===== config.mk =====
export PLATFORM = sky130hd
export DESIGN_NAME = sap_port
export DESIGN_NICKNAME = d
export VERILOG_FILES = /design/src/design/sap_pkg.sv /design/src/design/sap_port.sv
export SDC_FILE = /design/constraint.sdc
export NUM_CORES = 1
export LEC_CHECK = 0
export CAP_MARGIN = 20
export CORE_ASPECT_RATIO = 2
export CORE_MARGIN = 2
export CORE_UTILIZATION = 55
export CTS_CLUSTER_DIAMETER = 120
export DETAILED_ROUTE_END_ITERATION = 12
export DONT_BUFFER_PORTS = 1
export GPL_ROUTABILITY_DRIVEN = 0
export HOLD_SLACK_MARGIN = 0.05
export PLACE_DENSITY_LB_ADDON = 0.12
export SLEW_MARGIN = 25
export SYNTH_ARGS = -nofsm -noshare
export SYNTH_HDL_FRONTEND = slang
export SYNTH_SLANG_ARGS = --single-unit

===== constraint.sdc =====
create_clock -name clk_i -period 8.35 [get_ports clk_i]
set_input_delay 0 -clock clk_i [delete_from_list [all_inputs] [get_ports clk_i]]
set_output_delay 0 -clock clk_i [all_outputs]
set_load 0.005 [all_outputs]

===== src/design/sap_pkg.sv =====
// Constants and types shared by the serial audio clocking port
package sap_pkg;

  // Register byte offsets
  localparam logic [3:0] OFS_GLOBAL = 4'h0;
  localparam logic [3:0] OFS_MODE   = 4'h4;
  localparam logic [3:0] OFS_STATUS = 4'h8;

  // Global control fields
  localparam int unsigned CONTROL_PORT_ENABLE_BIT = 7;
  localparam int unsigned XTAL_BIT  = 2;
  localparam int unsigned DIV_LSB   = 0;

  // Mode control fields
  localparam int unsigned ROLE_LSB = 0;
  localparam int unsigned FMT_LSB  = 2;

  // Status fields
  localparam int unsigned ST_SPEED_LSB = 0;
  localparam int unsigned ST_MASTER    = 2;
  localparam int unsigned ST_RUNNING   = 3;
  localparam int unsigned ST_CONTROL_PORT_ENABLE     = 4;
  localparam int unsigned ST_MCLK_IN   = 5;

  // Reset values
  localparam logic [1:0] DIV_RST  = 2'h0;
  localparam logic [1:0] ROLE_RST = 2'h0;
  localparam logic [1:0] FMT_RST  = 2'h0;

  // Serial format select codes
  typedef enum logic [1:0] {
    FMT_LJ  = 2'b00,
    FMT_I2S = 2'b01,
    FMT_TDM = 2'b10,
    FMT_RSV = 2'b11
  } sap_fmt_t;

  // Speed and clock role codes
  typedef enum logic [1:0] {
    ROLE_SS    = 2'b00,
    ROLE_DS    = 2'b01,
    ROLE_QS    = 2'b10,
    ROLE_SLAVE = 2'b11
  } sap_role_t;

  // Start-up and strap capture
  localparam int unsigned START_CYCLES_DEF = 524288;
  localparam logic [19:0] CAPTURE_CYCLE    = 20'h00002;

  // Frame geometry
  localparam logic [7:0] FRAME_LAST_TWO = 8'h3F;
  localparam logic [7:0] FRAME_LAST_TDM = 8'hFF;
  localparam logic [7:0] SLOT_LEN       = 8'h20;
  localparam logic [7:0] TDM_SYNC_HIGH  = 8'h80;
  localparam logic [8:0] SAMPLE_BITS    = 9'h018;
  localparam logic [4:0] MSB_INDEX      = 5'h17;
  localparam logic [8:0] IDX_SAT        = 9'h1FF;

  // Bit clock half periods in system clocks per speed, before divider
  localparam logic [7:0] TWO_HALF [4] = '{8'h08, 8'h04, 8'h02, 8'h02};
  localparam logic [7:0] TDM_HALF [4] = '{8'h02, 8'h01, 8'h01, 8'h01};

  // Slave auto-detect thresholds in system clocks per frame
  localparam logic [11:0] THR_SS = 12'h258;
  localparam logic [11:0] THR_DS = 12'h12C;

endpackage : sap_pkg


===== src/design/sap_port.sv =====
// Serial audio output port with clock mastering and format selection
//
// Local design decisions: the Avalon-MM slave port and the address map.
`timescale 1ns/1ps
`default_nettype none

module sap_port #(
  parameter int unsigned START_CYCLES = sap_pkg::START_CYCLES_DEF
) (
  input  wire logic                clk_i,
  input  wire logic                rstn_i,
  input  wire logic [3:0]          avs_address_i,
  input  wire logic                avs_read_i,
  input  wire logic                avs_write_i,
  input  wire logic [31:0]         avs_writedata_i,
  output var  logic [31:0]         avs_readdata_o,
  output      logic                avs_waitrequest_o,
  input  wire logic                format_select_high_i,
  input  wire logic                format_select_low_i,
  input  wire logic                speed_role_select_high_i,
  input  wire logic                speed_role_select_low_i,
  input  wire logic [1:0]          clock_divider_strap_i,
  input  wire logic                crystal_enable_strap_i,
  input  wire logic                crystal_clock_input_i,
  output      logic                crystal_drive_output_o,
  input  wire logic                mclk_pin_i,
  output      logic                mclk_pin_o,
  output      logic                mclk_pin_oe_o,
  input  wire logic                bit_clock_pin_i,
  output      logic                bit_clock_pin_o,
  output      logic                bit_clock_pin_oe_o,
  input  wire logic                frame_clock_pin_i,
  output      logic                frame_clock_pin_o,
  output      logic                frame_clock_pin_oe_o,
  output      logic                first_data_output_o,
  output      logic                second_data_output_o,
  output      logic                complementary_tdm_output_o,
  output      logic                fourth_data_output_o,
  output      logic                ctrl_pins_repurposed_o,
  input  wire logic [7:0][23:0]    ch_sample_i,
  output var  logic                sample_take_o
);

  // Pin synchronisers; only sync2 is read by logic
  logic [10:0] sync1;
  logic [10:0] sync2;
  wire  logic [10:0] async_in;
  assign async_in = {crystal_enable_strap_i, clock_divider_strap_i,
                     format_select_high_i, format_select_low_i,
                     speed_role_select_high_i, speed_role_select_low_i,
                     crystal_clock_input_i, mclk_pin_i,
                     bit_clock_pin_i, frame_clock_pin_i};

  always_ff @(posedge clk_i or negedge rstn_i)
  begin
    if (!rstn_i)
    begin
      sync1 <= 11'h000;
      sync2 <= 11'h000;
    end
    else
    begin
      sync1 <= async_in;
      sync2 <= sync1;
    end
  end

  wire logic xtal_s;
  wire logic mclk_s;
  wire logic bclk_s;
  wire logic frame_s;
  assign xtal_s  = sync2[3];
  assign mclk_s  = sync2[2];
  assign bclk_s  = sync2[1];
  assign frame_s = sync2[0];

  // Start-up counter and strap latch; straps are caught after sync settles
  logic [19:0] start_cnt;
  logic        running;
  logic [6:0]  strap_q;

  always_ff @(posedge clk_i or negedge rstn_i)
  begin
    if (!rstn_i)
    begin
      start_cnt <= 20'h00000;
      running   <= 1'b0;
      strap_q   <= 7'h00;
    end
    else if (!running)
    begin
      start_cnt <= start_cnt + 20'h00001;
      if (start_cnt == sap_pkg::CAPTURE_CYCLE)
        strap_q <= sync2[10:4];
      if (start_cnt == 20'(START_CYCLES - 1))
        running <= 1'b1;
    end
  end

  // Avalon slave: one wait cycle per access, then the answer
  logic        ack;
  logic        control_port_enable;
  logic        reg_xtal;
  logic [1:0]  reg_div;
  logic [1:0]  reg_role;
  logic [1:0]  reg_fmt;
  wire  logic  req;
  wire  logic  wr_take;
  wire  logic  sel_global;
  wire  logic  sel_mode;
  wire  logic  sel_status;
  wire  logic [31:0] rd_mux;
  wire  logic [31:0] status_word;

  assign req               = avs_read_i | avs_write_i;
  assign avs_waitrequest_o = req & ~ack;
  assign wr_take           = avs_write_i & ack;
  assign sel_global        = avs_address_i == sap_pkg::OFS_GLOBAL;
  assign sel_mode          = avs_address_i == sap_pkg::OFS_MODE;
  assign sel_status        = avs_address_i == sap_pkg::OFS_STATUS;

  always_ff @(posedge clk_i or negedge rstn_i)
  begin
    if (!rstn_i)
    begin
      ack            <= 1'b0;
      avs_readdata_o <= 32'h00000000;
    end
    else
    begin
      ack <= req & ~ack;
      if (avs_read_i & ~ack)
        avs_readdata_o <= rd_mux;
    end
  end

  // Enable is sticky: writing zero cannot hand control back to straps
  always_ff @(posedge clk_i or negedge rstn_i)
  begin
    if (!rstn_i)
    begin
      control_port_enable    <= 1'b0;
      reg_xtal <= 1'b0;
      reg_div  <= sap_pkg::DIV_RST;
      reg_role <= sap_pkg::ROLE_RST;
      reg_fmt  <= sap_pkg::FMT_RST;
    end
    else if (wr_take & sel_global)
    begin
      if (avs_writedata_i[sap_pkg::CONTROL_PORT_ENABLE_BIT])
        control_port_enable <= 1'b1;
      reg_xtal <= avs_writedata_i[sap_pkg::XTAL_BIT];
      reg_div  <= avs_writedata_i[sap_pkg::DIV_LSB +: 2];
    end
    else if (wr_take & sel_mode)
    begin
      reg_role <= avs_writedata_i[sap_pkg::ROLE_LSB +: 2];
      reg_fmt  <= avs_writedata_i[sap_pkg::FMT_LSB +: 2];
    end
  end

  // Effective configuration: registers win once enabled
  wire logic              eff_xtal;
  wire logic [1:0]        eff_div;
  sap_pkg::sap_fmt_t      eff_fmt;
  sap_pkg::sap_role_t     eff_role;
  sap_pkg::sap_role_t     det_speed;
  sap_pkg::sap_role_t     speed_used;
  wire logic              master;
  wire logic              is_tdm;
  wire logic              is_i2s;
  wire logic              is_rsv;
  wire logic              first_lvl;
  wire logic [2:0]        div_mul;

  assign eff_xtal  = control_port_enable ? reg_xtal : strap_q[6];
  assign eff_div   = control_port_enable ? reg_div : strap_q[5:4];
  assign eff_fmt   = sap_pkg::sap_fmt_t'(control_port_enable ? reg_fmt : strap_q[3:2]);
  assign eff_role  = sap_pkg::sap_role_t'(control_port_enable ? reg_role : strap_q[1:0]);
  assign master    = eff_role != sap_pkg::ROLE_SLAVE;
  assign is_tdm    = eff_fmt == sap_pkg::FMT_TDM;
  assign is_i2s    = eff_fmt == sap_pkg::FMT_I2S;
  assign is_rsv    = eff_fmt == sap_pkg::FMT_RSV;
  assign first_lvl = ~is_i2s;
  assign div_mul   = {1'b0, eff_div} + 3'h1;
  assign speed_used = master ? eff_role : det_speed;

  assign status_word = {26'h0000000, mclk_s, control_port_enable, running, master, speed_used};
  assign rd_mux = sel_global ? {24'h000000, control_port_enable, 4'h0, reg_xtal, reg_div} :
                  sel_mode   ? {28'h0000000, reg_fmt, reg_role} :
                  sel_status ? status_word : 32'h00000000;

  // Master clock pin: crystal copy out, or an input when external
  assign mclk_pin_oe_o          = eff_xtal;
  assign mclk_pin_o             = eff_xtal & xtal_s;
  assign crystal_drive_output_o = eff_xtal & ~xtal_s;
  assign ctrl_pins_repurposed_o = control_port_enable;

  // Master bit and frame clock generator from the divider table
  logic [7:0] hcnt;
  logic [7:0] fcnt;
  logic       m_bclk;
  logic       m_frame;
  wire  logic [7:0] half_base;
  wire  logic [7:0] half_len;
  wire  logic [7:0] frame_last;
  wire  logic [7:0] next_fcnt;
  wire  logic       hit;
  wire  logic       m_shift;
  wire  logic       m_fr;

  assign half_base  = is_tdm ? sap_pkg::TDM_HALF[eff_role] : sap_pkg::TWO_HALF[eff_role];
  assign half_len   = 8'(half_base * div_mul);
  assign hit        = hcnt == half_len - 8'h01;
  assign m_shift    = running & master & hit & m_bclk;
  assign frame_last = is_tdm ? sap_pkg::FRAME_LAST_TDM : sap_pkg::FRAME_LAST_TWO;
  assign next_fcnt  = (fcnt == frame_last) ? 8'h00 : fcnt + 8'h01;
  assign m_fr       = is_tdm ? (next_fcnt < sap_pkg::TDM_SYNC_HIGH)
                             : ((next_fcnt < sap_pkg::SLOT_LEN) ^ is_i2s);

  always_ff @(posedge clk_i or negedge rstn_i)
  begin
    if (!rstn_i)
    begin
      hcnt    <= 8'h00;
      fcnt    <= 8'hFF;
      m_bclk  <= 1'b0;
      m_frame <= 1'b0;
    end
    else if (!running | !master)
    begin
      hcnt    <= 8'h00;
      fcnt    <= frame_last;
      m_bclk  <= 1'b0;
      m_frame <= 1'b0;
    end
    else if (hit)
    begin
      hcnt   <= 8'h00;
      m_bclk <= ~m_bclk;
      if (m_bclk)
      begin
        fcnt    <= next_fcnt;
        m_frame <= m_fr;
      end
    end
    else
      hcnt <= hcnt + 8'h01;
  end

  // Master drives the clock pins; slave listens
  assign bit_clock_pin_o      = m_bclk;
  assign bit_clock_pin_oe_o   = master;
  assign frame_clock_pin_o    = m_frame;
  assign frame_clock_pin_oe_o = master;

  // Slave edge detect and speed auto-detect on frame period
  logic        bclk_prev;
  logic        frame_prev;
  logic [11:0] pcnt;
  wire  logic  s_shift;
  wire  logic  s_rise;
  wire  logic [11:0] thr_ss_m;
  wire  logic [11:0] thr_ds_m;

  assign s_shift  = running & ~master & bclk_prev & ~bclk_s;
  assign s_rise   = frame_s & ~frame_prev;
  assign thr_ss_m = 12'(sap_pkg::THR_SS * div_mul);
  assign thr_ds_m = 12'(sap_pkg::THR_DS * div_mul);

  always_ff @(posedge clk_i or negedge rstn_i)
  begin
    if (!rstn_i)
    begin
      bclk_prev  <= 1'b0;
      frame_prev <= 1'b0;
      pcnt       <= 12'h000;
      det_speed  <= sap_pkg::ROLE_SS;
    end
    else
    begin
      bclk_prev  <= bclk_s;
      frame_prev <= frame_s;
      if (s_rise)
      begin
        pcnt <= 12'h000;
        if (!master)
          det_speed <= (pcnt >= thr_ss_m) ? sap_pkg::ROLE_SS :
                       (pcnt >= thr_ds_m) ? sap_pkg::ROLE_DS : sap_pkg::ROLE_QS;
      end
      else if (pcnt != 12'hFFF)
        pcnt <= pcnt + 12'h001;
    end
  end

  // Serializer shared by both roles; shifts on bit clock falling edges
  logic [8:0]       idx;
  logic             fr_prev;
  logic [3:0]       dout;
  logic [7:0][23:0] shadow;
  wire  logic       shift;
  wire  logic       fr;
  wire  logic       edge_ev;
  wire  logic       boundary;
  wire  logic       frame_start;
  wire  logic       chs;
  wire  logic [8:0] idx_inc;
  wire  logic [8:0] next_idx;
  wire  logic [8:0] bit_pos;
  wire  logic       valid2;
  wire  logic [4:0] bsel2;
  wire  logic [4:0] tb;
  wire  logic [2:0] tslot;
  wire  logic       validt;
  wire  logic       tdm_bit;
  wire  logic [3:0] pair_bit;
  wire  logic [3:0] next_dout;
  wire  logic [7:0][23:0] cur;

  assign shift       = m_shift | s_shift;
  assign fr          = master ? m_fr : frame_s;
  assign edge_ev     = fr != fr_prev;
  assign boundary    = is_tdm ? (edge_ev & fr) : edge_ev;
  assign frame_start = is_tdm ? boundary : (edge_ev & (fr == first_lvl));
  assign chs         = fr != first_lvl;
  assign idx_inc     = (idx == sap_pkg::IDX_SAT) ? idx : idx + 9'h001;
  assign next_idx    = boundary ? 9'h000 : idx_inc;
  // I2S data lags the frame edge by one bit clock
  assign bit_pos     = next_idx - {8'h00, is_i2s};
  assign valid2      = bit_pos < sap_pkg::SAMPLE_BITS;
  assign bsel2       = sap_pkg::MSB_INDEX - bit_pos[4:0];
  assign tb          = next_idx[4:0];
  assign tslot       = next_idx[7:5];
  assign validt      = ~next_idx[8] & (tb < sap_pkg::SAMPLE_BITS[4:0]);
  assign cur         = frame_start ? ch_sample_i : shadow;
  assign tdm_bit     = validt & cur[tslot][sap_pkg::MSB_INDEX - tb];

  // One pair of channels per two-channel data output
  for (genvar k = 0; k < 4; k++)
  begin : g_pair
    assign pair_bit[k] = valid2 & cur[{2'(k), chs}][bsel2];
  end

  // Reserved format sends silence; TDM holds the second and fourth outputs low
  assign next_dout = is_rsv ? 4'h0 :
                     is_tdm ? {1'b0, ~tdm_bit, 1'b0, tdm_bit} : pair_bit;

  always_ff @(posedge clk_i or negedge rstn_i)
  begin
    if (!rstn_i)
    begin
      idx           <= 9'h000;
      fr_prev       <= 1'b0;
      dout          <= 4'h0;
      shadow        <= '0;
      sample_take_o <= 1'b0;
    end
    else if (!running)
    begin
      fr_prev       <= is_tdm ? 1'b0 : ~first_lvl;
      dout          <= 4'h0;
      sample_take_o <= 1'b0;
    end
    else
    begin
      sample_take_o <= shift & frame_start;
      if (shift)
      begin
        idx     <= next_idx;
        fr_prev <= fr;
        dout    <= next_dout;
        if (frame_start)
          shadow <= ch_sample_i;
      end
    end
  end

  assign first_data_output_o        = dout[0];
  assign second_data_output_o       = dout[1];
  assign complementary_tdm_output_o = dout[2];
  assign fourth_data_output_o       = dout[3];

  // Helper: master bit clocks between frame clock rises
  logic [8:0] fall_cnt;
  logic       rise_seen;

  always_ff @(posedge clk_i or negedge rstn_i)
  begin
    if (!rstn_i)
    begin
      fall_cnt  <= 9'h000;
      rise_seen <= 1'b0;
    end
    else if (!running | !master)
      rise_seen <= 1'b0;
    else if (m_shift)
    begin
      fall_cnt <= (m_fr & ~m_frame) ? 9'h001 : fall_cnt + 9'h001;
      if (m_fr & ~m_frame)
        rise_seen <= 1'b1;
    end
  end
endmodule : sap_port

`default_nettype wire


==> impl_results.md <==
* First DRT Iteration DRCs at approximately 1800
* CP Launch Type: flip-flop
* Setup TNS at 0 ps
* Filler cells at between 2000 and 3000
* GRT Resource Usage Total at 37.7%
* P&R area growth vs syn at 17.1%
* DRC at 0
* Most frequent cell after synthesis: nand2_1
* Failing checks: negative hold slack
* Top post-synthesis cells by area: dfrtp_1 36%, mux2_2 11%, nand2_1 8.4%
* Combinational power share at a little over 40%
* Inst Count DP at 2540
* Flop pwr share at 30.8%
* Switching Fraction at 38.0%
* Pwr dens at between 200 and 250 mW/mm^2
* Fmax at 0.136 GHz
* Vias in the first global route at 19200
* Status: finished with violations
* Internal at 0.00312 W
* Clk sinks at 307
* CTS Buf Count at 30
* Finished Layout Cells at 2836
* Fin nets at 2648
* Pre-antenna DRT Iters at 7
* Layout cells sized above 1 at 15.9%
* Share of flip-flops with an asynchronous set or reset at 100%
* Final max-slew violation count at 0
* Tot Pwr at 0.00503 W
* Row count at 100
* Unrepaired setup endpoints after global routing: false
* DIE AREA at ~0.04 sq mm
* Routed Antenna Nets at 0
* Min Tclk post-route at 7340 ps
* Clock Tree Buf Depth at 3
* Max H-tree Level at 1
* Die H at 279 um
* Core area at roughly 0.037 sq mm
* Fin util at between 60 and 70%
* Largest net degree at the start of global routing at 308
* Synth unique cells at 88
* WHS at -15.1 ps
* CTS root buf: clkbuf_16
* I/O pins at 289
* Number of flops mapped to enable cells by yosys at 0
* CTS tree: built
* Clk pwr share at 28.4%
* Die X-Extent at 142 um
* Pleak at 10.8 nW
* Sequential share of the synthesized area at 36.9%
* Synth top area share at 35.9%
* Dominant synthesized flop cell: dfrtp_1
* # diodes at 0
* Vias per cell at ~6.7
* Vias at ~19000
* Sw power at 0.00191 W
* Leading area contributor after synthesis: dfrtp_1
* Top cells by count, synth: 467 x nand2_1, 299 x dfrtp_1, 211 x mux2_2
* Worst skew pair latency at 600 ps
* Tcrit/Tclk final at slightly below 90%
* #FFs+latches synth at around 310
* Port Buffers at 0
* Syn_area_per_cell at between 9 and 10 sq um
* Min-Delay Path Class: input pin to asynchronous set/reset pin
* DP HPWL at ~49 mm
* GRT overflow at 0
* Clock-pin slew on the worst setup and hold paths at 70 ps
* Worst Setup End Kind: flip-flop
* First-pass GRT wire length at 114 mm
* Final Skew at 18.7 ps
* Initial antenna violation count at 0
* Initial core utilization at 55.8%
* CP max FO at 19
* WL per Instance at 26.5 um
* Slew Limit Headroom at 23.8%
* Final Hold Viols at 11
* Worst VDD drop at 0.184 mV
* Worst-Margin Slew at 1140 ps
* WS Path Type: flip-flop to flip-flop
* Area of the mapped netlist at about 0.021 sq mm
* WL final at 75.3 mm
* Arrival time worst endpoint at 7870 ps
* Max Cap Viol at 0
* Synth Instances at 2186
* Warnings, synthesis at 0
* Final setup vio count at 0
* Req. time, crit path at 8880 ps
-- area by class of cell --
class	count	area, sq um	area share, %
clock inverter	9	136	0.559
sequential	307	7690	31.5
timing repair buffer	289	2910	11.9
inverter	42	158	0.646
multi-input combinational	1684	12000	49.4
tap	459	574	2.35
clock buffer	46	871	3.57
-- placed cells by master, fill, tap and decap left out, types with 44 or more instances in the layout --
cell / netlist / final
a311oi_1: 44 / 44
mux2i_1: 124 / 124
and3_1: 70 / 70
dlygate4sd3_1: 0 / 238
ha_1: 48 / 48
mux2_2: 211 / 211
o21ai_0: 45 / 45
nand3_1: 122 / 122
nand2_1: 467 / 467
nor2_1: 68 / 67
a21oi_1: 68 / 68
dfrtp_1: 299 / 299
-- sequential cells by signal (all words and copies together) (netlist names), 2 cells and up --
signal and flops:
reg_div 2, sync2 11, hcnt 8, det_speed 2, avs_readdata_o 7, fcnt 8
strap_q 7, sync1 11, reg_fmt 2, dout 4, shadow 192, start_cnt 20
pcnt 12, idx 9, reg_role 2
-- critical path: stages, from the launching register on --
cell and delay [ps]:
dfstp_2 560, ha_1 190, and3_1 180, and3_1 310, a311o_1 270, o311ai_4 200
xnor2_1 190, nand2_1 90, nand2_1 90, ha_1 200, and4b_1 190, or2_0 460
nor3_1 960, inv_1 350, ha_1 400, xnor2_2 780, buf_4 450, and3_1 210
a311oi_1 50, o31ai_1 690, a41oi_1 260, a21oi_1 170
-- power by group through the flow --
| stage | combinational [W] | sequential (W) | clock (W) |
|---|---|---|---|
| global placement | 0.00183 | 0.00157 | 0 |
| finish | 0.00206 | 0.00155 | 0.00143 |
| detailed placement | 0.00184 | 0.00157 | 0 |
| CTS | 0.00199 | 0.00155 | 0.00144 |
| floorplan | 0.00138 | 0.00156 | 0 |
| global route | 0.00218 | 0.00155 | 0.00150 |
-- layer usage --
layer | vias up | wire length (um) | GRT usage (%)
met4 | 0 | 7450 | 30.8
met1 | 9277 | 25000 | 41.2
met3 | 362 | 6650 | 8.25
met2 | 1103 | 36200 | 62.1
met5 | - | 0 | 0
li1 | 8192 | - | -
-- cells by family after synthesis --
| logic type | count (synthesis) | synth area share, % |
|---|---|---|
| simple gates | 833 | 18.0 |
| mux | 379 | 21.8 |
| compound gates | 340 | 11.8 |
| flops | 307 | 36.9 |
| buf+inv | 219 | 5.95 |
| xor+xnor | 56 | 2.36 |
| fa+ha+maj | 51 | 3.17 |
| other cells | 1 | 0.0180 |
-- what timing repair did --
| action | in CTS | in global routing |
|---|---|---|
| hold buffers | 239 | 0 |
| resized for setup | 0 | 0 |
| endpoints found under the hold margin | 526 | 0 |
| buffers inserted | 0 | 0 |
-- per-stage QoR --
| step | area (sq um) | setup WS, ps |
|---|---|---|
| after floorplan | 20900 | 2390 |
| after global placement | 20900 | 1450 |
| after detailed placement | 20900 | 1400 |
| after CTS | 24300 | 1370 |
| after global routing | 24400 | 783 |
| final | 24400 | 1010 |
-- final timing paths --
kind	from	to	slack, ps	cells past startpoint
worst max-delay path	fcnt[0]$_DFFE_PN1P_	dout[2]$_DFFE_PN0P_	1010	21
worst min-delay path	rstn_i	start_cnt[11]$_DFFE_PN0N_	-20	2
worst max register to register	fcnt[0]$_DFFE_PN1P_	dout[2]$_DFFE_PN0P_	1010	21
worst min register to register	sync1[6]$_DFF_PN0_	sync2[6]$_DFF_PN0_	360	0
max in group asynchronous	rstn_i	shadow[61]$_DFFE_PN0P_	6750	4
min in group clk_i	ch_sample_i[22]	shadow[22]$_DFFE_PN0P_	70	2
Note: power is estimated with default switching activity, not from simulation.
